--- src/rtl/ics_consts.vh ---
// Purpose: Constants for the interrupt gating and context shadow block.
// Assumes: APB byte offsets, 8-bit registers in the low bits of each word.
// Notes:   Shadow copies sit in a window reached as bank 31 by the core.
`ifndef ICS_CONSTS_VH
`define ICS_CONSTS_VH

// Register byte offsets.
`define ICS_OFF_IRQ_CONTROL   8'h00
`define ICS_OFF_PERIPH_EN_ONE 8'h04
`define ICS_OFF_CONFIG        8'h08
`define ICS_OFF_STATE         8'h0C
`define ICS_OFF_SHADOW_BASE   8'h20
`define ICS_SHADOW_COUNT      6

// irq_control bit positions.
`define ICS_GIE_BIT           7
`define ICS_PERIPH_IRQ_ENABLE_BIT          6
`define ICS_T0IE_BIT          5
`define ICS_EXTIE_BIT         4
`define ICS_PCIE_BIT          3
`define ICS_T0IF_BIT          2
`define ICS_EXTIF_BIT         1
`define ICS_PCIF_BIT          0

// Shadow slot indices.
`define ICS_SH_W              0
`define ICS_SH_STATUS         1
`define ICS_SH_BANK           2
`define ICS_SH_FSR_LO         3
`define ICS_SH_FSR_HI         4
`define ICS_SH_PCLATCH        5

// Status bits that are never saved: watchdog expiry and sleep entry.
`define ICS_STATUS_SAVE_MASK  8'hE7

// Reset values and vector.
`define ICS_RST_IRQ_CONTROL   8'h00
`define ICS_RST_PERIPH_EN_ONE 8'h00
`define ICS_RST_CONFIG        8'h00
`define ICS_VECTOR            15'h0004

`endif

--- src/rtl/ics_edge_det.v ---
// Purpose: Selectable edge detector for the external interrupt pin.
// Assumes: Pin input is already synchronous to the clock.
// Notes:   Emits a one-cycle pulse on the selected edge.
`timescale 1ns/1ns
module ics_edge_det (
   // Clock and reset
   input  wire clk_in,
   input  wire rst_in,
   input  wire ce_in,
   // Pin and selection
   input  wire pin_in,
   input  wire rising_in,
   // Result
   output reg  edge_out
);

   reg prev;

   always @(posedge clk_in) begin
      if (rst_in) begin
         prev     <= 1'b0;
         edge_out <= 1'b0;
      end else if (ce_in) begin
         prev <= pin_in;
         if (rising_in) begin
            edge_out <= pin_in & ~prev;
         end else begin
            edge_out <= ~pin_in & prev;
         end
      end
   end

endmodule

--- src/rtl/ics_ctrl.v ---
// Purpose: Interrupt gating, vectoring and automatic context shadowing.
// Assumes: APB slave with 32-bit data; core events are synchronous.
// Notes:   Core sequencing is a small state machine: entry, vector, service.
`timescale 1ns/1ns
`include "ics_consts.vh"

module ics_ctrl #(
   parameter PC_WIDTH = 15
) (
   // Clock, reset and enable
   input  wire                CLK_IN,
   input  wire                SYS_RST_IN,
   input  wire                CE_IN,
   // APB slave
   input  wire                PSEL_IN,
   input  wire                PENABLE_IN,
   input  wire                PWRITE_IN,
   input  wire [7:0]          PADDR_IN,
   input  wire [31:0]         PWDATA_IN,
   output reg                 PREADY_OUT,
   output reg  [31:0]         PRDATA_OUT,
   output reg                 PSLVERR_OUT,
   // Interrupt sources
   input  wire                TIMER0_COUNT_OVF_IN,
   input  wire                EXT_PIN_IN,
   input  wire                PIN_CHANGE_ANY_IN,
   input  wire [7:0]          PERIPH_FLAGS_IN,
   // Core sequencing
   input  wire                CORE_BOUNDARY_IN,
   input  wire                RETURN_ISR_IN,
   input  wire [PC_WIDTH-1:0] CORE_PC_IN,
   output reg                 IRQ_REQ_OUT,
   output reg                 FLUSH_OUT,
   output reg                 STACK_PUSH_OUT,
   output reg  [PC_WIDTH-1:0] STACK_PC_OUT,
   output reg                 STACK_POP_OUT,
   output reg                 PC_LOAD_OUT,
   output reg  [PC_WIDTH-1:0] PC_VALUE_OUT,
   output reg                 RESTORE_OUT,
   // Live context from the core
   input  wire [7:0]          CTX_W_IN,
   input  wire [7:0]          CTX_STATUS_IN,
   input  wire [7:0]          CTX_BANK_IN,
   input  wire [7:0]          CTX_FSR_LO_IN,
   input  wire [7:0]          CTX_FSR_HI_IN,
   input  wire [7:0]          CTX_PCLATCH_IN,
   // Restore values to the core
   output wire [7:0]          CTX_W_OUT,
   output wire [7:0]          CTX_STATUS_OUT,
   output wire [7:0]          CTX_BANK_OUT,
   output wire [7:0]          CTX_FSR_LO_OUT,
   output wire [7:0]          CTX_FSR_HI_OUT,
   output wire [7:0]          CTX_PCLATCH_OUT
);

   localparam ST_IDLE = 2'b00;
   localparam ST_VEC  = 2'b01;
   localparam ST_ISR  = 2'b10;

   reg  [1:0] state;
   reg  [7:0] irq_control;
   reg  [7:0] periph_enable_one;
   reg        ext_edge_select;
   reg  [7:0] shadow [0:`ICS_SHADOW_COUNT-1];
   wire       ext_edge;
   wire [7:0] ctx_live [0:`ICS_SHADOW_COUNT-1];
   wire       apb_setup;
   wire       apb_commit;
   wire       apb_wr;
   wire       core_hit;
   wire       periph_hit;
   wire       irq_req;
   wire       accept;
   wire       wr_ctl;
   wire       t0_clear;
   wire       ext_clear;
   integer    i;

   // Maps a byte address to a shadow slot; out of range gives all ones.
   function [2:0] shadow_slot;
      input [7:0] addr;
      reg   [7:0] rel;
      begin
         rel = addr - `ICS_OFF_SHADOW_BASE;
         if (addr >= `ICS_OFF_SHADOW_BASE && rel[7:2] < `ICS_SHADOW_COUNT &&
             rel[1:0] == 2'b00) begin
            shadow_slot = rel[4:2];
         end else begin
            shadow_slot = 3'h7;
         end
      end
   endfunction

   // True when the address is one of the mapped words.
   function mapped;
      input [7:0] addr;
      begin
         mapped = (addr == `ICS_OFF_IRQ_CONTROL) ||
                  (addr == `ICS_OFF_PERIPH_EN_ONE) ||
                  (addr == `ICS_OFF_CONFIG) ||
                  (addr == `ICS_OFF_STATE) ||
                  (shadow_slot(addr) != 3'h7);
      end
   endfunction

   ics_edge_det u_edge (
      .clk_in    (CLK_IN),
      .rst_in    (SYS_RST_IN),
      .ce_in     (CE_IN),
      .pin_in    (EXT_PIN_IN),
      .rising_in (ext_edge_select),
      .edge_out  (ext_edge)
   );

   assign ctx_live[`ICS_SH_W]       = CTX_W_IN;
   assign ctx_live[`ICS_SH_STATUS]  = CTX_STATUS_IN & `ICS_STATUS_SAVE_MASK;
   assign ctx_live[`ICS_SH_BANK]    = CTX_BANK_IN;
   assign ctx_live[`ICS_SH_FSR_LO]  = CTX_FSR_LO_IN;
   assign ctx_live[`ICS_SH_FSR_HI]  = CTX_FSR_HI_IN;
   assign ctx_live[`ICS_SH_PCLATCH] = CTX_PCLATCH_IN;

   // The shadow flops drive the core directly, so restore needs no extra stage.
   assign CTX_W_OUT       = shadow[`ICS_SH_W];
   assign CTX_STATUS_OUT  = shadow[`ICS_SH_STATUS];
   assign CTX_BANK_OUT    = shadow[`ICS_SH_BANK];
   assign CTX_FSR_LO_OUT  = shadow[`ICS_SH_FSR_LO];
   assign CTX_FSR_HI_OUT  = shadow[`ICS_SH_FSR_HI];
   assign CTX_PCLATCH_OUT = shadow[`ICS_SH_PCLATCH];

   // Bus phases. Ready is registered in the setup cycle, so every access completes with no wait state.
   assign apb_setup  = PSEL_IN & ~PENABLE_IN;
   assign apb_commit = PSEL_IN & PENABLE_IN & PREADY_OUT;
   assign apb_wr     = apb_commit & PWRITE_IN & ~PSLVERR_OUT;
   assign wr_ctl     = apb_wr & (PADDR_IN == `ICS_OFF_IRQ_CONTROL);

   // A flag written to zero in the same cycle as its event stays set.
   assign t0_clear  = wr_ctl & ~PWDATA_IN[`ICS_T0IF_BIT];
   assign ext_clear = wr_ctl & ~PWDATA_IN[`ICS_EXTIF_BIT];

   assign core_hit =
      (irq_control[`ICS_T0IF_BIT]  & irq_control[`ICS_T0IE_BIT]) |
      (irq_control[`ICS_EXTIF_BIT] & irq_control[`ICS_EXTIE_BIT]) |
      (irq_control[`ICS_PCIF_BIT]  & irq_control[`ICS_PCIE_BIT]);

   // Each enable bit of periph_enable_one pairs with the flag in the same bit.
   assign periph_hit = irq_control[`ICS_PERIPH_IRQ_ENABLE_BIT] &
                       (|(PERIPH_FLAGS_IN & periph_enable_one));

   assign irq_req = irq_control[`ICS_GIE_BIT] & (core_hit | periph_hit);

   // Entry is only taken from idle; a handler that re-enables interrupts
   // must return before a second entry can be accepted.
   assign accept = (state == ST_IDLE) & CORE_BOUNDARY_IN & irq_req;

   // irq_control and configuration.
   always @(posedge CLK_IN) begin
      if (SYS_RST_IN) begin
         irq_control     <= `ICS_RST_IRQ_CONTROL;
         ext_edge_select <= 1'b0;
      end else if (CE_IN) begin
         if (wr_ctl) begin
            irq_control[7:3] <= PWDATA_IN[7:3];
         end
         if (accept) begin
            irq_control[`ICS_GIE_BIT] <= 1'b0;
         end else if (state == ST_ISR && RETURN_ISR_IN) begin
            irq_control[`ICS_GIE_BIT] <= 1'b1;
         end
         if (TIMER0_COUNT_OVF_IN) begin
            irq_control[`ICS_T0IF_BIT] <= 1'b1;
         end else if (t0_clear) begin
            irq_control[`ICS_T0IF_BIT] <= 1'b0;
         end
         if (ext_edge) begin
            irq_control[`ICS_EXTIF_BIT] <= 1'b1;
         end else if (ext_clear) begin
            irq_control[`ICS_EXTIF_BIT] <= 1'b0;
         end
         // Follows the OR of the change flags; bus writes never touch it.
         irq_control[`ICS_PCIF_BIT] <= PIN_CHANGE_ANY_IN;
         if (apb_wr && PADDR_IN == `ICS_OFF_CONFIG) begin
            ext_edge_select <= PWDATA_IN[0];
         end
      end
   end

   // periph_enable_one: plain read/write.
   always @(posedge CLK_IN) begin
      if (SYS_RST_IN) begin
         periph_enable_one <= `ICS_RST_PERIPH_EN_ONE;
      end else if (CE_IN) begin
         if (apb_wr && PADDR_IN == `ICS_OFF_PERIPH_EN_ONE) begin
            periph_enable_one <= PWDATA_IN[7:0];
         end
      end
   end

   // Shadow copies. Entry capture wins over a bus write in the same cycle.
   always @(posedge CLK_IN) begin
      if (SYS_RST_IN) begin
         for (i = 0; i < `ICS_SHADOW_COUNT; i = i + 1) begin
            shadow[i] <= 8'h00;
         end
      end else if (CE_IN) begin
         if (accept) begin
            for (i = 0; i < `ICS_SHADOW_COUNT; i = i + 1) begin
               shadow[i] <= ctx_live[i];
            end
         end else if (apb_wr && shadow_slot(PADDR_IN) != 3'h7) begin
            if (shadow_slot(PADDR_IN) == `ICS_SH_STATUS) begin
               shadow[`ICS_SH_STATUS] <= PWDATA_IN[7:0] & `ICS_STATUS_SAVE_MASK;
            end else begin
               shadow[shadow_slot(PADDR_IN)] <= PWDATA_IN[7:0];
            end
         end
      end
   end

   // Core sequencing: push and capture, then vector load, then service.
   always @(posedge CLK_IN) begin
      if (SYS_RST_IN) begin
         state          <= ST_IDLE;
         IRQ_REQ_OUT    <= 1'b0;
         FLUSH_OUT      <= 1'b0;
         STACK_PUSH_OUT <= 1'b0;
         STACK_PC_OUT   <= {PC_WIDTH{1'b0}};
         STACK_POP_OUT  <= 1'b0;
         PC_LOAD_OUT    <= 1'b0;
         PC_VALUE_OUT   <= {PC_WIDTH{1'b0}};
         RESTORE_OUT    <= 1'b0;
      end else if (CE_IN) begin
         IRQ_REQ_OUT    <= irq_req;
         FLUSH_OUT      <= 1'b0;
         STACK_PUSH_OUT <= 1'b0;
         STACK_POP_OUT  <= 1'b0;
         PC_LOAD_OUT    <= 1'b0;
         RESTORE_OUT    <= 1'b0;
         case (state)
            ST_IDLE: begin
               if (accept) begin
                  FLUSH_OUT      <= 1'b1;
                  STACK_PUSH_OUT <= 1'b1;
                  STACK_PC_OUT   <= CORE_PC_IN;
                  state          <= ST_VEC;
               end
            end
            ST_VEC: begin
               // One cycle after the push, so the stack holds the return PC.
               PC_LOAD_OUT  <= 1'b1;
               PC_VALUE_OUT <= `ICS_VECTOR;
               state        <= ST_ISR;
            end
            ST_ISR: begin
               if (RETURN_ISR_IN) begin
                  STACK_POP_OUT <= 1'b1;
                  RESTORE_OUT   <= 1'b1;
                  state         <= ST_IDLE;
               end
            end
            default: begin
               state <= ST_IDLE;
            end
         endcase
      end
   end

   // APB slave: ready and read data are registered in the setup cycle.
   always @(posedge CLK_IN) begin
      if (SYS_RST_IN) begin
         PREADY_OUT  <= 1'b0;
         PRDATA_OUT  <= 32'h00000000;
         PSLVERR_OUT <= 1'b0;
      end else if (CE_IN) begin
         PREADY_OUT  <= apb_setup;
         PSLVERR_OUT <= apb_setup & ~mapped(PADDR_IN);
         if (apb_setup && !PWRITE_IN) begin
            if (PADDR_IN == `ICS_OFF_IRQ_CONTROL) begin
               PRDATA_OUT <= {24'h000000, irq_control};
            end else if (PADDR_IN == `ICS_OFF_PERIPH_EN_ONE) begin
               PRDATA_OUT <= {24'h000000, periph_enable_one};
            end else if (PADDR_IN == `ICS_OFF_CONFIG) begin
               PRDATA_OUT <= {31'h00000000, ext_edge_select};
            end else if (PADDR_IN == `ICS_OFF_STATE) begin
               PRDATA_OUT <= {29'h00000000, irq_req, state};
            end else if (shadow_slot(PADDR_IN) != 3'h7) begin
               PRDATA_OUT <= {24'h000000, shadow[shadow_slot(PADDR_IN)]};
            end else begin
               PRDATA_OUT <= 32'h00000000;
            end
         end else begin
            PRDATA_OUT <= 32'h00000000;
         end
      end
   end

endmodule

--- config.mk ---
export PLATFORM = sky130hd
export DESIGN_NAME = ics_ctrl
export DESIGN_NICKNAME = d
export VERILOG_FILES = /design/src/rtl/ics_edge_det.v /design/src/rtl/ics_ctrl.v
export VERILOG_INCLUDE_DIRS = /design/src /design/src/rtl
export SDC_FILE = /design/constraint.sdc
export NUM_CORES = 1
export LEC_CHECK = 0
export ABC_CLOCK_PERIOD_IN_PS = 3000
export BUFFER_PORTS_ARGS = -buffer_cell sky130_fd_sc_hd__buf_2
export CORE_AREA = 4 4 105 117
export CTS_CLUSTER_SIZE = 10
export DETAILED_ROUTE_END_ITERATION = 10
export DIE_AREA = 0 0 109 121
export PLACE_DENSITY = 0.87
export SYNTH_ARGS = -nofsm -noshare
export SYNTH_HDL_FRONTEND = slang
export SYNTH_SLANG_ARGS = --single-unit
--- constraint.sdc ---
create_clock -name CLK_IN -period 3 [get_ports CLK_IN]
set_clock_uncertainty 0.2 [all_clocks]
set_input_delay 0.45 -clock CLK_IN [delete_from_list [all_inputs] [get_ports CLK_IN]]
set_output_delay 0.45 -clock CLK_IN [all_outputs]
set_load 0.02 [all_outputs]
* After elaboration in Yosys (flattened, before gate mapping)
Memory sizes are Yosys's and may differ from the RTL's.
Cells that the tools add are included.
** Storage, ports and cells
- Logic and storage cells :: 178
- Memories :: 1
- Output and inout port bits :: 118
- Register bits after elaboration :: 75
- RAM bits :: 48
** Memory list
- shadow :: words 6, bits a word 8, rd ports 7, clocked after memory_dff 0, write ports 6, RTL line ics_ctrl.v:64 : reg [7:0] shadow [0:`ICS_SHADOW_COUNT-1];
** Cells by class
- Reductions and logical operators :: 29
- $lt $le $gt $ge :: 2
- Bitwise operators :: 36
- Add/sub/neg operators :: 1
- Eq/ne operators :: 11
- Multiplexer cells :: 79
** Operators by type and width (count)
- $mux 8 :: 13
- $mux 3 :: 31
- $mux 32 :: 1
- $mux 1 :: 30
- $and 1x1->1 :: 18
- $eq 8x4->1 const B :: 2
- $reduce_or 8->1 :: 2
- $reduce_and 2->1 :: 7
- $or 1x1->1 :: 10
- $ne 3x3->1 const B :: 3
- $and 8x8->8 :: 1
- $eq 8x3->1 const B :: 1
- $ge 8x6->1 const B :: 1
- $logic_not 8->1 :: 1
- $sub 8x6->8 const B :: 1
- $logic_and 1x1->1 :: 7
- $not 1->1 :: 7
- $lt 6x3->1 const B :: 1
- $pmux 2 s3 :: 1
- $reduce_and 3->1 :: 2
- $mux 5 :: 1
- $logic_not 2->1 :: 2
- $logic_or 1x1->1 :: 4
- $mux 2 :: 2
- 7 further kinds :: 9

* Logic depth before layout (Yosys ltp)
Gate-level depths: netlist of run 1.
An unclocked memory read counts as a cell.
- Depth after elaboration :: 28
- Gate-level depth with buffers :: 8
- Depth with buffers taken out :: 7

* Cells and area by module
A second synthesis of run 1 with hierarchy kept.
** Second synthesis, totals
- Cells, all modules :: 476
- Area, all modules :: 5036.1 um^2
** By module, submodules not included
- ics_ctrl :: cells an instance 468, seq. area each 2422.3 um^2, times used 1, area an instance 4953.5 um^2
- ics_edge_det :: cells an instance 8, seq. area each 40.0 um^2, times used 1, area an instance 82.6 um^2

* Worst setup path before layout of run 1
OpenSTA, ideal clock, no wires.
- Path kind :: input to register
- Start point :: input port PADDR_IN[5]
- End point :: memory shadow[5][0] (enable)
- Setup slack :: 0.285 ns
- Buffers on the path :: 1
- Cell stages on the path :: 8
- Arrival :: 2.189 ns
- Cell sequence :: inv_1 > ha_1 > nand4bb_1 > or2_4 > nor4b_4 > nor3b_4 > buf_6 > a21o_1
** RTL lines
- start, declared :: RTL line ics_ctrl.v:18 : input wire [7:0] PADDR_IN,
- end, declared :: RTL line ics_ctrl.v:64

==> results of run 1 <==
[cells in the mapped netlist (2+ instances only)]
cell type,n
sky130_fd_sc_hd__mux2_2,4
sky130_fd_sc_hd__dfxtp_1,51
sky130_fd_sc_hd__a32o_1,17
sky130_fd_sc_hd__nor2_1,32
sky130_fd_sc_hd__a21oi_1,8
sky130_fd_sc_hd__nand2b_1,7
sky130_fd_sc_hd__a32oi_1,4
sky130_fd_sc_hd__mux2i_1,32
sky130_fd_sc_hd__nor3_2,3
sky130_fd_sc_hd__o2bb2ai_1,9
sky130_fd_sc_hd__nor3b_1,5
sky130_fd_sc_hd__o41ai_1,2
sky130_fd_sc_hd__a311oi_1,3
sky130_fd_sc_hd__buf_4,40
sky130_fd_sc_hd__inv_1,11
sky130_fd_sc_hd__clkbuf_1,21
sky130_fd_sc_hd__o21ai_0,14
sky130_fd_sc_hd__buf_1,3
sky130_fd_sc_hd__a21o_1,8
sky130_fd_sc_hd__nand4_1,6
sky130_fd_sc_hd__buf_2,6
sky130_fd_sc_hd__a22o_1,34
sky130_fd_sc_hd__nand2_1,19
sky130_fd_sc_hd__a22oi_1,11
sky130_fd_sc_hd__nor2b_1,13
sky130_fd_sc_hd__a211oi_1,3
sky130_fd_sc_hd__o22ai_1,5
sky130_fd_sc_hd__edfxtp_1,48
sky130_fd_sc_hd__nor4_1,3
sky130_fd_sc_hd__o31ai_1,6
sky130_fd_sc_hd__nand3_2,2
sky130_fd_sc_hd__nand3b_1,3
sky130_fd_sc_hd__nand3_1,11
sky130_fd_sc_hd__and3_2,2
[area by class of cell]
type	instances	area (um2)	share of cell area [%]
clock buffers	11	232.7	3.643
clock inverters	5	76.32	1.195
inverters	11	41.29	0.6464
multi-input cells	332	2321	36.34
flip-flops and latches	99	2462	38.55
well taps	150	187.7	2.938
repair buffers	197	1066	16.69
[metrics by stage]
step	hold slack (ns)	area [um2]	worst slack (ns)	util, %
detailed placement	0.2401	6078	0.05304	54.10
floorplan	0.2409	5249	0.2850	-
global route	0.1284	6387	0.2169	56.85
finish	0.1254	6387	0.3846	56.85
CTS	0.1158	6387	0.4135	56.85
global placement	0.2316	6078	0.1359	54.10
[logic make-up (layout without fill, tap and decap cells)]
kind of cell | Yosys count | count (layout)
compound gates | 137 | 137
simple gates | 116 | 116
flops | 99 | 99
buf+inv | 82 | 224
mux | 37 | 37
fa+ha+maj | 1 | 1
other cells | 1 | 40
xor+xnor | 1 | 1
[per-layer routing]
metal	global-route usage (%)	share of wire, %	vias to the layer above
met5	0	0	-
met4	10.58	3.1	0
li1	-	-	2088
met3	4.417	9.8	36
met1	30.83	37	2217
met2	42.32	50	286
[power groups by stage]
stage | clock [uW] | combinational, uW | sequential [uW]
6_report | 1220 | 361 | 1460
3_3_place_gp | 0 | 352 | 1490
2_1_floorplan | 0 | 200 | 1520
3_5_place_dp | 0 | 355 | 1490
5_1_grt | 1290 | 386 | 1460
4_1_cts | 1240 | 357 | 1460
[registers in the layout, indices dropped and copies added (netlist names), 2 cells and up]
| signal | count |
|---|---|
| periph_enable_one | 8 |
| irq_control | 8 |
| PRDATA_OUT | 8 |
| shadow | 48 |
| STACK_PC_OUT | 15 |
| state | 2 |
[final timing paths]
| check | startpoint | to | cells past startpoint |
|---|---|---|---|
| setup / recovery | PADDR_IN[5] | shadow[4][3]$_DFFE_PP_ | 8 |
| hold / removal | CORE_PC_IN[9] | STACK_PC_OUT[9]$_SDFFE_PP0P_ | 2 |
| setup reg to reg | irq_control[2]$_SDFFE_PP0P_ | shadow[1][2]$_DFFE_PP_ | 5 |
| hold reg to reg | PC_VALUE_OUT[2]$_SDFFE_PP0P_ | PC_VALUE_OUT[2]$_SDFFE_PP0P_ | 2 |
==> impl_metrics.toml, run 1 <==
[logic_synthesis]
synth-edff-count = 48
synthTopCellsByArea = "sky130_fd_sc_hd__edfxtp_1 (28%), sky130_fd_sc_hd__dfxtp_1 (20%), sky130_fd_sc_hd__mux2i_1 (6.3%)"
largest_family_of_logic_cells_by_synthesized_area = "compound AO/OA/AOI/OAI gates"
ys_types = 62
synth-simple-area-share_pct = 13.05
synthCells = 474
post_synth_xor_xnor_area_pct = 0.1717
mux_share_of_post_synthesis_cell_area_pct = 7.602
synth_sequential_area_ratio_pct = 48.26
ys_ff_latch = 99
synth_flop_cell = "sky130_fd_sc_hd__dfxtp_1"
warnings_synthesis = 0
synth.top_cell.area_share_pct = 28.25
synth-adder-area-share_pct = 0.2452
synth_compound_gate_area_share_pct = 21.33
synth_area_leader_cell = "sky130_fd_sc_hd__edfxtp_1"
synthArstFlopShare_pct = 0
area_of_the_mapped_netlist_um2 = 5102
syn-mean-instance-area_um2 = 10.76

[detailed_routing]
first_pass_detailed_route_iteration_total = 5
vias = 4627
drt.antenna.violating_nets = 0
wire_per_inst_um = 20.74
drt-total-wl_um = 16690
viasPerCell = 5.748
detail_route.drc_violations = 0
first_iter_violations = 356

[clock_tree]
path_clk_slew_ns = 0.07
postCtsHoldBufs = 0
cts_made_buffers = 9
clkLatencyLatePin_ns = 0.34
post_cts.repair.setup_buffers = 0
cts-root-to-sink-buffers = 2
cts_sinks = 99
htree_num_levels = 3
postCtsResizedCells = 0
tritoncts = "built"
clockRootBuffer = "sky130_fd_sc_hd__clkbuf_16"

[finish]
mostFrequentLayoutCell = "sky130_fd_sc_hd__buf_2"
antenna_cells_inserted = 0
layout-area-overhead-vs-synth_pct = 25.18
final_net_count = 773
layout.cells.most_common_list = "sky130_fd_sc_hd__buf_2 (175), sky130_fd_sc_hd__dfxtp_1 (51), sky130_fd_sc_hd__edfxtp_1 (48)"
fillCellCount = 981
layout-drive-gt1-share_pct = 35.57
finalNonFillerCells = 805

[sta]
maxSlewViolCount = 0
min_period_over_period_pct = 87.18
final.min_clock_period_ns = 2.615
timing.final.hold_violations = 0
fmax_mhz = 382.4
timing.final.setup_violations = 0
setup_repair_after_global_routing_missed_its_margin = "no"
worst_margin_slew_ns = 0.7702
finalSetupTns_ns = 0
relSlewSlack_pct = 48.46

[worst_hold_path]
min-delay-path-class = "in -> reg"

[global_route]
grt_start_max_net_pins = 36
global_route.usage.total_pct = 24.92
first_global_vias = 4574
antenna_found_initial = 0
grt_overflow = 0
grt_pass1_wl_um = 24850

[setup_path]
crit_path_max_fanout = 8
path_buf_inv = 2
critical_path_class = "in -> reg"
setup.worst_path.end_class = "flop"
gate_family_responsible_for_the_most_delay_along_the_worst_path = "simple AND/OR/NAND/NOR gates"
critical_path_arrival_ns = 2.42
critPathLaunchType = "input port"
ff2ff_setup_slack_ns = 0.51
timing.critical_path.cells = "buf_2 > inv_1 > ha_1 > nand4bb_1 > or2_4 > nor4b_4 > nor3b_4 > a21o_1"
critical_path.max_stage_delay_ns = 0.38
worstPathRequired_ns = 2.80
crit_path_top_delay_cell = "sky130_fd_sc_hd__a21o_1"

[pwr]
vdd.ir_drop.worst_mv = 0.3032
power_frac_comb_pct = 11.9
pwr-share-seq_pct = 48.1
power-per-cell-area_nw_per_um2 = 475.9
fin_total_pwr_uw = 3040
switching_share_pct = 24.72
p_clk_share_pct = 40.1
internal_power_uw = 2289
net_sw_power_uw = 751.4
p_leak_uw = 0.002793

[placement]
post_detailed_placement_half_perimeter_wirelength_um = 13020
place.port_buffers = 175
placed_cells_incl_taps = 789
gp_congestion = 0.9495

[floorplanning]
die_w_um = 109
chipHeight_um = 121
core_um2 = 11230
floorplan.rows = 41
die_area_um2 = 13190
initial_utilization_pct = 45.42
boundaryPins = 240

[run_status]
run_status = "completed"

[flow_run]
max_cap_viol_count = 0
Note: power is estimated with default switching activity, not from simulation.
==> run 2: changes to the inputs <==
--- a/config.mk
+++ b/config.mk
@@ -8,10 +8,10 @@
 export LEC_CHECK = 0
 export ABC_CLOCK_PERIOD_IN_PS = 3000
 export BUFFER_PORTS_ARGS = -buffer_cell sky130_fd_sc_hd__buf_2
-export CORE_AREA = 4 4 105 117
+export CORE_AREA = 2 2 103 115
 export CTS_CLUSTER_SIZE = 10
 export DETAILED_ROUTE_END_ITERATION = 10
-export DIE_AREA = 0 0 109 121
+export DIE_AREA = 0 0 105 117
 export PLACE_DENSITY = 0.87
 export SYNTH_ARGS = -nofsm -noshare
 export SYNTH_HDL_FRONTEND = slang
==> run 2 against run 1 <==
Compared with the run above:
- clock power barely moved
- critical endpoint is now shadow[5][2]$_DFFE_PP_
- first-iteration DRC count rose by 23%
- sequential share of layout area fell by 0.13 points
- flip-flop and latch count did not move
- count of clock-buffer cells in the layout fell by 2
- hold slack got worse by 0.0093 ns
- die area fell by 6.9%
==> impl_metrics.toml, run 2 (synthesized netlist as in run 1, its figures left out) <==
[floorplanning]
die_area_um2 = 12290
die_w_um = 105
boundaryPins = 240
initial_utilization_pct = 45.63
chipHeight_um = 117
floorplan.rows = 41
core_um2 = 11180

[clock_tree]
postCtsHoldBufs = 0
cts_made_buffers = 9
cts_sinks = 99
postCtsResizedCells = 0
tritoncts = "built"
cts-root-to-sink-buffers = 2
clockRootBuffer = "sky130_fd_sc_hd__clkbuf_16"
clkLatencyLatePin_ns = 0.34
htree_num_levels = 3
path_clk_slew_ns = 0.07
post_cts.repair.setup_buffers = 0

[sta]
fmax_mhz = 387.3
worst_margin_slew_ns = 0.8199
finalSetupTns_ns = 0
relSlewSlack_pct = 45.14
final.min_clock_period_ns = 2.582
setup_repair_after_global_routing_missed_its_margin = "no"
timing.final.setup_violations = 0
timing.final.hold_violations = 0
maxSlewViolCount = 0
min_period_over_period_pct = 86.06

[finish]
finalNonFillerCells = 805
layout-area-overhead-vs-synth_pct = 25.60
largest_register_ff_count = 48
antenna_cells_inserted = 0
mostFrequentLayoutCell = "sky130_fd_sc_hd__buf_2"
final_net_count = 773
fillCellCount = 983
layout-drive-gt1-share_pct = 35.88
layout.cells.most_common_list = "sky130_fd_sc_hd__buf_2 (175), sky130_fd_sc_hd__dfxtp_1 (51), sky130_fd_sc_hd__edfxtp_1 (48)"
area.sequential_um2 = 2462
biggestRegsByFlops = "shadow x48, STACK_PC_OUT x15"
finalInstanceArea_um2 = 6409
max_flop_register = "shadow"
area_of_the_multi_input_gates_um2 = 2321

[worst_hold_path]
min-delay-path-class = "in -> reg"
worstHoldPathCells = 2
worst_hold_path_startpoint = "CORE_PC_IN[13]"
worstHoldEndpoint = "STACK_PC_OUT[13]$_SDFFE_PP0P_"

[detailed_routing]
drt-total-wl_um = 16580
wire_per_inst_um = 20.60
viasPerCell = 5.764
drt.antenna.violating_nets = 0
vias = 4640
first_iter_violations = 437
first_pass_detailed_route_iteration_total = 5
detail_route.drc_violations = 0

[setup_path]
regToRegStartpoint = "irq_control[2]$_SDFFE_PP0P_"
r2r.worst_path.cells = 5
ff2ff_setup_slack_ns = 0.48
timing.rr.end = "shadow[1][1]$_DFFE_PP_"
critical_path_class = "in -> reg"
setup.worst_path.end_class = "flop"
critical_path_arrival_ns = 2.39
critPathLaunchType = "input port"
crit_path_max_fanout = 8
worstPathRequired_ns = 2.81

[global_route]
use_met1_pct = 32.10
global_route.usage.total_pct = 26.49
first_global_vias = 4532
grt_util_met2_pct = 45.89
grt_pass1_wl_um = 24590
groute.layer.met3.usage_pct = 5.925
grt_start_max_net_pins = 35
antenna_found_initial = 0
grt_overflow = 0
busiest_layer = "met2"

[pwr]
switching_share_pct = 25.21
vdd.ir_drop.worst_mv = 0.2768
power-per-cell-area_nw_per_um2 = 478.0
pwr-share-seq_pct = 47.7
internal_power_uw = 2291
p_clk_share_pct = 40.4
net_sw_power_uw = 772.3
p_leak_uw = 0.002803
power_frac_comb_pct = 11.9

[placement]
placed_cells_incl_taps = 789
post_detailed_placement_half_perimeter_wirelength_um = 12620
placed_inst_area_um2 = 6091
place.port_buffers = 175
gp_congestion = 0.9271

[flow_run]
max_cap_viol_count = 0

[run_status]
run_status = "completed"
==> run 2: through the flow <==
step / setup slack [ns] / utilization, % / total power (uW) / hold slack (ns)
floorplan: 0.2850 / - / 1720 / 0.2409
global placement: 0.1519 / 54.46 / 1845 / 0.2315
detailed placement: 0.09151 / 54.46 / 1850 / 0.2525
CTS: 0.4417 / 57.31 / 3061 / 0.1132
global route: 0.2928 / 57.31 / 3151 / 0.1223
finish: 0.4183 / 57.31 / 3063 / 0.1161
==> run 2: how the worst max path moves through the flow <==
stage,cells after the start,slack (ns),from,endpoint
4_1_cts,8,0.44,PADDR_IN[5],shadow[5][3]$_DFFE_PP_
3_5_place_dp,8,0.09,PADDR_IN[5],shadow[4][7]$_DFFE_PP_
6_report,8,0.42,PADDR_IN[5],shadow[5][2]$_DFFE_PP_
3_3_place_gp,8,0.15,PADDR_IN[5],shadow[5][2]$_DFFE_PP_
5_1_grt,8,0.29,PADDR_IN[5],shadow[5][2]$_DFFE_PP_
2_1_floorplan,8,0.29,PADDR_IN[5],shadow[5][0]$_DFFE_PP_
==> run 2: area by class of cell <==
class / count / share of cell area [%]
flip-flops and latches: 99 / 38.42
clock inverters: 7 / 1.445
inverters: 11 / 0.6443
multi-input cells: 332 / 36.22
well taps: 150 / 2.929
repair buffers: 197 / 16.83
clock buffers: 9 / 3.514
==> run 2: per-layer routing <==
layer / part of all wire [%] / vias up
li1: - / 2090
met5: 0 / -
met2: 48 / 317
met3: 9.1 / 50
met1: 39 / 2183
met4: 3.9 / 0
==> run 2: power groups by stage <==
stage	clock, uW	sequential (uW)	combinational [uW]
2_1_floorplan	0	1520	200
3_3_place_gp	0	1490	355
3_5_place_dp	0	1490	358
4_1_cts	1240	1460	359
5_1_grt	1300	1460	388
6_report	1240	1460	364
==> run 2: critical path: stages <==
cell	delay [ns]
sky130_fd_sc_hd__buf_2	0.12
sky130_fd_sc_hd__inv_1	0.05
sky130_fd_sc_hd__ha_1	0.26
sky130_fd_sc_hd__nand4bb_1	0.15
sky130_fd_sc_hd__or2_4	0.31
sky130_fd_sc_hd__nor4b_4	0.38
sky130_fd_sc_hd__nor3b_4	0.30
sky130_fd_sc_hd__a21o_1	0.37
==> run 3: changes to the inputs <==
--- a/config.mk
+++ b/config.mk
@@ -8,11 +8,12 @@
 export LEC_CHECK = 0
 export ABC_CLOCK_PERIOD_IN_PS = 3000
 export BUFFER_PORTS_ARGS = -buffer_cell sky130_fd_sc_hd__buf_2
-export CORE_AREA = 2 2 103 115
+export CORE_AREA = 2 2 111 124
 export CTS_CLUSTER_SIZE = 10
 export DETAILED_ROUTE_END_ITERATION = 10
-export DIE_AREA = 0 0 105 117
-export PLACE_DENSITY = 0.87
+export DIE_AREA = 0 0 113 126
+export PLACE_DENSITY = 0.77
+export SKIP_LAST_GASP = 1
 export SYNTH_ARGS = -nofsm -noshare
 export SYNTH_HDL_FRONTEND = slang
 export SYNTH_SLANG_ARGS = --single-unit
==> run 3 against run 2 <==
Compared with the run above:
- the flow now finishes with violations (design-rule violations)
- clock power decreased by 3%
- critical path depth decreased by 3
- sequential power about the same
- global-route usage decreased by 3.3 points
- total power decreased by 1.4%
- core utilization decreased by 8.1 points
- flip-flop and latch count unchanged
- count of clock-buffer cells in the layout increased by 2
- die area increased by 16%
- hold slack improved by 0.0031 ns
- routed wire length increased by 2.2%
- final cell count increased by 1.4%
- critical endpoint is now shadow[5][7]$_DFFE_PP_
==> impl_metrics.toml, run 3 (synthesized netlist as in run 1, its figures left out) <==
[run_status]
run_status = "complete, but fails checks"
failing_checks = "design-rule violations"

[finish]
layout.cells.most_common_list = "sky130_fd_sc_hd__buf_2 (175), sky130_fd_sc_hd__dfxtp_1 (51), sky130_fd_sc_hd__edfxtp_1 (48)"
layout-drive-gt1-share_pct = 35.88
final_net_count = 773
mostFrequentLayoutCell = "sky130_fd_sc_hd__buf_2"
area_of_the_multi_input_gates_um2 = 2327
largest_register_ff_count = 48
fillCellCount = 1229
antenna_cells_inserted = 0
max_flop_register = "shadow"
layout-area-overhead-vs-synth_pct = 25.26
area.sequential_um2 = 2462
biggestRegsByFlops = "shadow x48, STACK_PC_OUT x15"

[worst_hold_path]
worst_hold_path_startpoint = "CORE_PC_IN[5]"
worstHoldEndpoint = "STACK_PC_OUT[5]$_SDFFE_PP0P_"
worstHoldPathCells = 2
min-delay-path-class = "in -> reg"

[pwr]
net_sw_power_uw = 767.7
vdd.ir_drop.worst_mv = 0.3016
internal_power_uw = 2253
switching_share_pct = 25.42
p_clk_share_pct = 39.6
p_leak_uw = 0.002785
power_frac_comb_pct = 12.0
power-per-cell-area_nw_per_um2 = 472.6
pwr-share-seq_pct = 48.4

[clock_tree]
postCtsHoldBufs = 0
htree_num_levels = 3
cts-root-to-sink-buffers = 2
cts_made_buffers = 9
clkLatencyLatePin_ns = 0.35
path_clk_slew_ns = 0.07
post_cts.repair.setup_buffers = 0
cts_sinks = 99
tritoncts = "built"
clockRootBuffer = "sky130_fd_sc_hd__clkbuf_16"
postCtsResizedCells = 0

[sta]
worst_margin_slew_ns = 1.303
timing.final.setup_violations = 0
relSlewSlack_pct = 13.02
final.min_clock_period_ns = 2.779
finalSetupTns_ns = 0
timing.final.hold_violations = 0
setup_repair_after_global_routing_missed_its_margin = "no"
fmax_mhz = 359.8
maxSlewViolCount = 0
min_period_over_period_pct = 92.63
final.hold.worst_slack_ns = 0.1192

[placement]
place.port_buffers = 175
gp_congestion = 0.9302
post_detailed_placement_half_perimeter_wirelength_um = 12910

[setup_path]
critPathLaunchType = "flop"
worstPathRequired_ns = 3.00
crit_path_max_fanout = 27
critical_path_arrival_ns = 2.78
timing.rr.end = "shadow[5][7]$_DFFE_PP_"
ff2ff_setup_slack_ns = 0.22
setup.worst_path.end_class = "flop"
r2r.worst_path.cells = 5
critical_path_class = "reg -> reg"
regToRegStartpoint = "periph_enable_one[2]$_SDFFE_PP0P_"

[floorplanning]
floorplan.rows = 44
die_area_um2 = 14240
chipHeight_um = 126
boundaryPins = 240
initial_utilization_pct = 39.27
core_um2 = 12990
die_w_um = 113

[detailed_routing]
drt.antenna.violating_nets = 0
drt-total-wl_um = 16950
detail_route.drc_violations = 14
vias = 4572
wire_per_inst_um = 20.78
viasPerCell = 5.603
first_iter_violations = 449
first_pass_detailed_route_iteration_total = 8

[global_route]
grt_pass1_wl_um = 25340
grt_overflow = 0
first_global_vias = 4561
global_route.usage.total_pct = 23.18
grt_start_max_net_pins = 55
antenna_found_initial = 0

[flow_run]
max_cap_viol_count = 0
-- run 3: power by group through the flow --
| stage | Combinational [uW] | Clock [uW] | Sequential [uW] |
|---|---|---|---|
| after floorplan | 200 | 0 | 1520 |
| after global placement | 353 | 0 | 1490 |
| after detailed placement | 357 | 0 | 1490 |
| after CTS | 358 | 1210 | 1460 |
| after global routing | 385 | 1270 | 1460 |
| final | 362 | 1200 | 1460 |
-- run 3: cell type report --
class,instances,share of cell area [%]
clock buffers,11,3.955
clock inverters,5,0.9397
inverters,11,0.6460
multi-input cells,333,36.41
flip-flops and latches,99,38.53
well taps,161,3.152
repair buffers,196,16.37
-- run 3: critical path: stages (launching register included) --
cell	delay, ns
sky130_fd_sc_hd__dfxtp_1	0.39
sky130_fd_sc_hd__a22oi_1	0.13
sky130_fd_sc_hd__a41oi_1	0.33
sky130_fd_sc_hd__o21ai_1	0.29
sky130_fd_sc_hd__nor2_2	1.08
sky130_fd_sc_hd__a32o_1	0.22
-- run 3: worst max-delay path by stage --
stage          depth (start not counted)                           end                         startpoint  slack [ns]
3_3_place_gp                           8        shadow[5][2]$_DFFE_PP_                        PADDR_IN[5]        0.10
4_1_cts                                6  STACK_PC_OUT[4]$_SDFFE_PP0P_  periph_enable_one[1]$_SDFFE_PP0P_        0.17
5_1_grt                                5  STACK_PC_OUT[7]$_SDFFE_PP0P_  periph_enable_one[1]$_SDFFE_PP0P_        0.15
6_report                               5        shadow[5][7]$_DFFE_PP_  periph_enable_one[2]$_SDFFE_PP0P_        0.22
3_5_place_dp                           7  STACK_PC_OUT[4]$_SDFFE_PP0P_                 PERIPH_FLAGS_IN[2]        0.04
2_1_floorplan                          8        shadow[5][0]$_DFFE_PP_                        PADDR_IN[5]        0.29
-- run 3: through the flow --
step	cell area, um2	instances	worst slack (ns)	utilization (%)	total power (uW)
global route	6391	816	0.1521	49.19	3119
floorplan	5249	513	0.2850	-	1720
detailed placement	6072	799	0.03860	46.74	1848
finish	6391	816	0.2210	49.19	3021
CTS	6385	815	0.1729	49.14	3032
global placement	6072	799	0.1041	46.74	1842
-- run 3: per-layer routing --
layer	routed length [um]	up-vias	GRT usage (%)	part of all wire [%]
li1	-	2093	-	-
met1	6843	2193	29.03	40
met2	8357	256	39.73	49
met3	1270	30	4.379	7.5
met4	483	0	8.537	2.8
met5	0	-	0	0
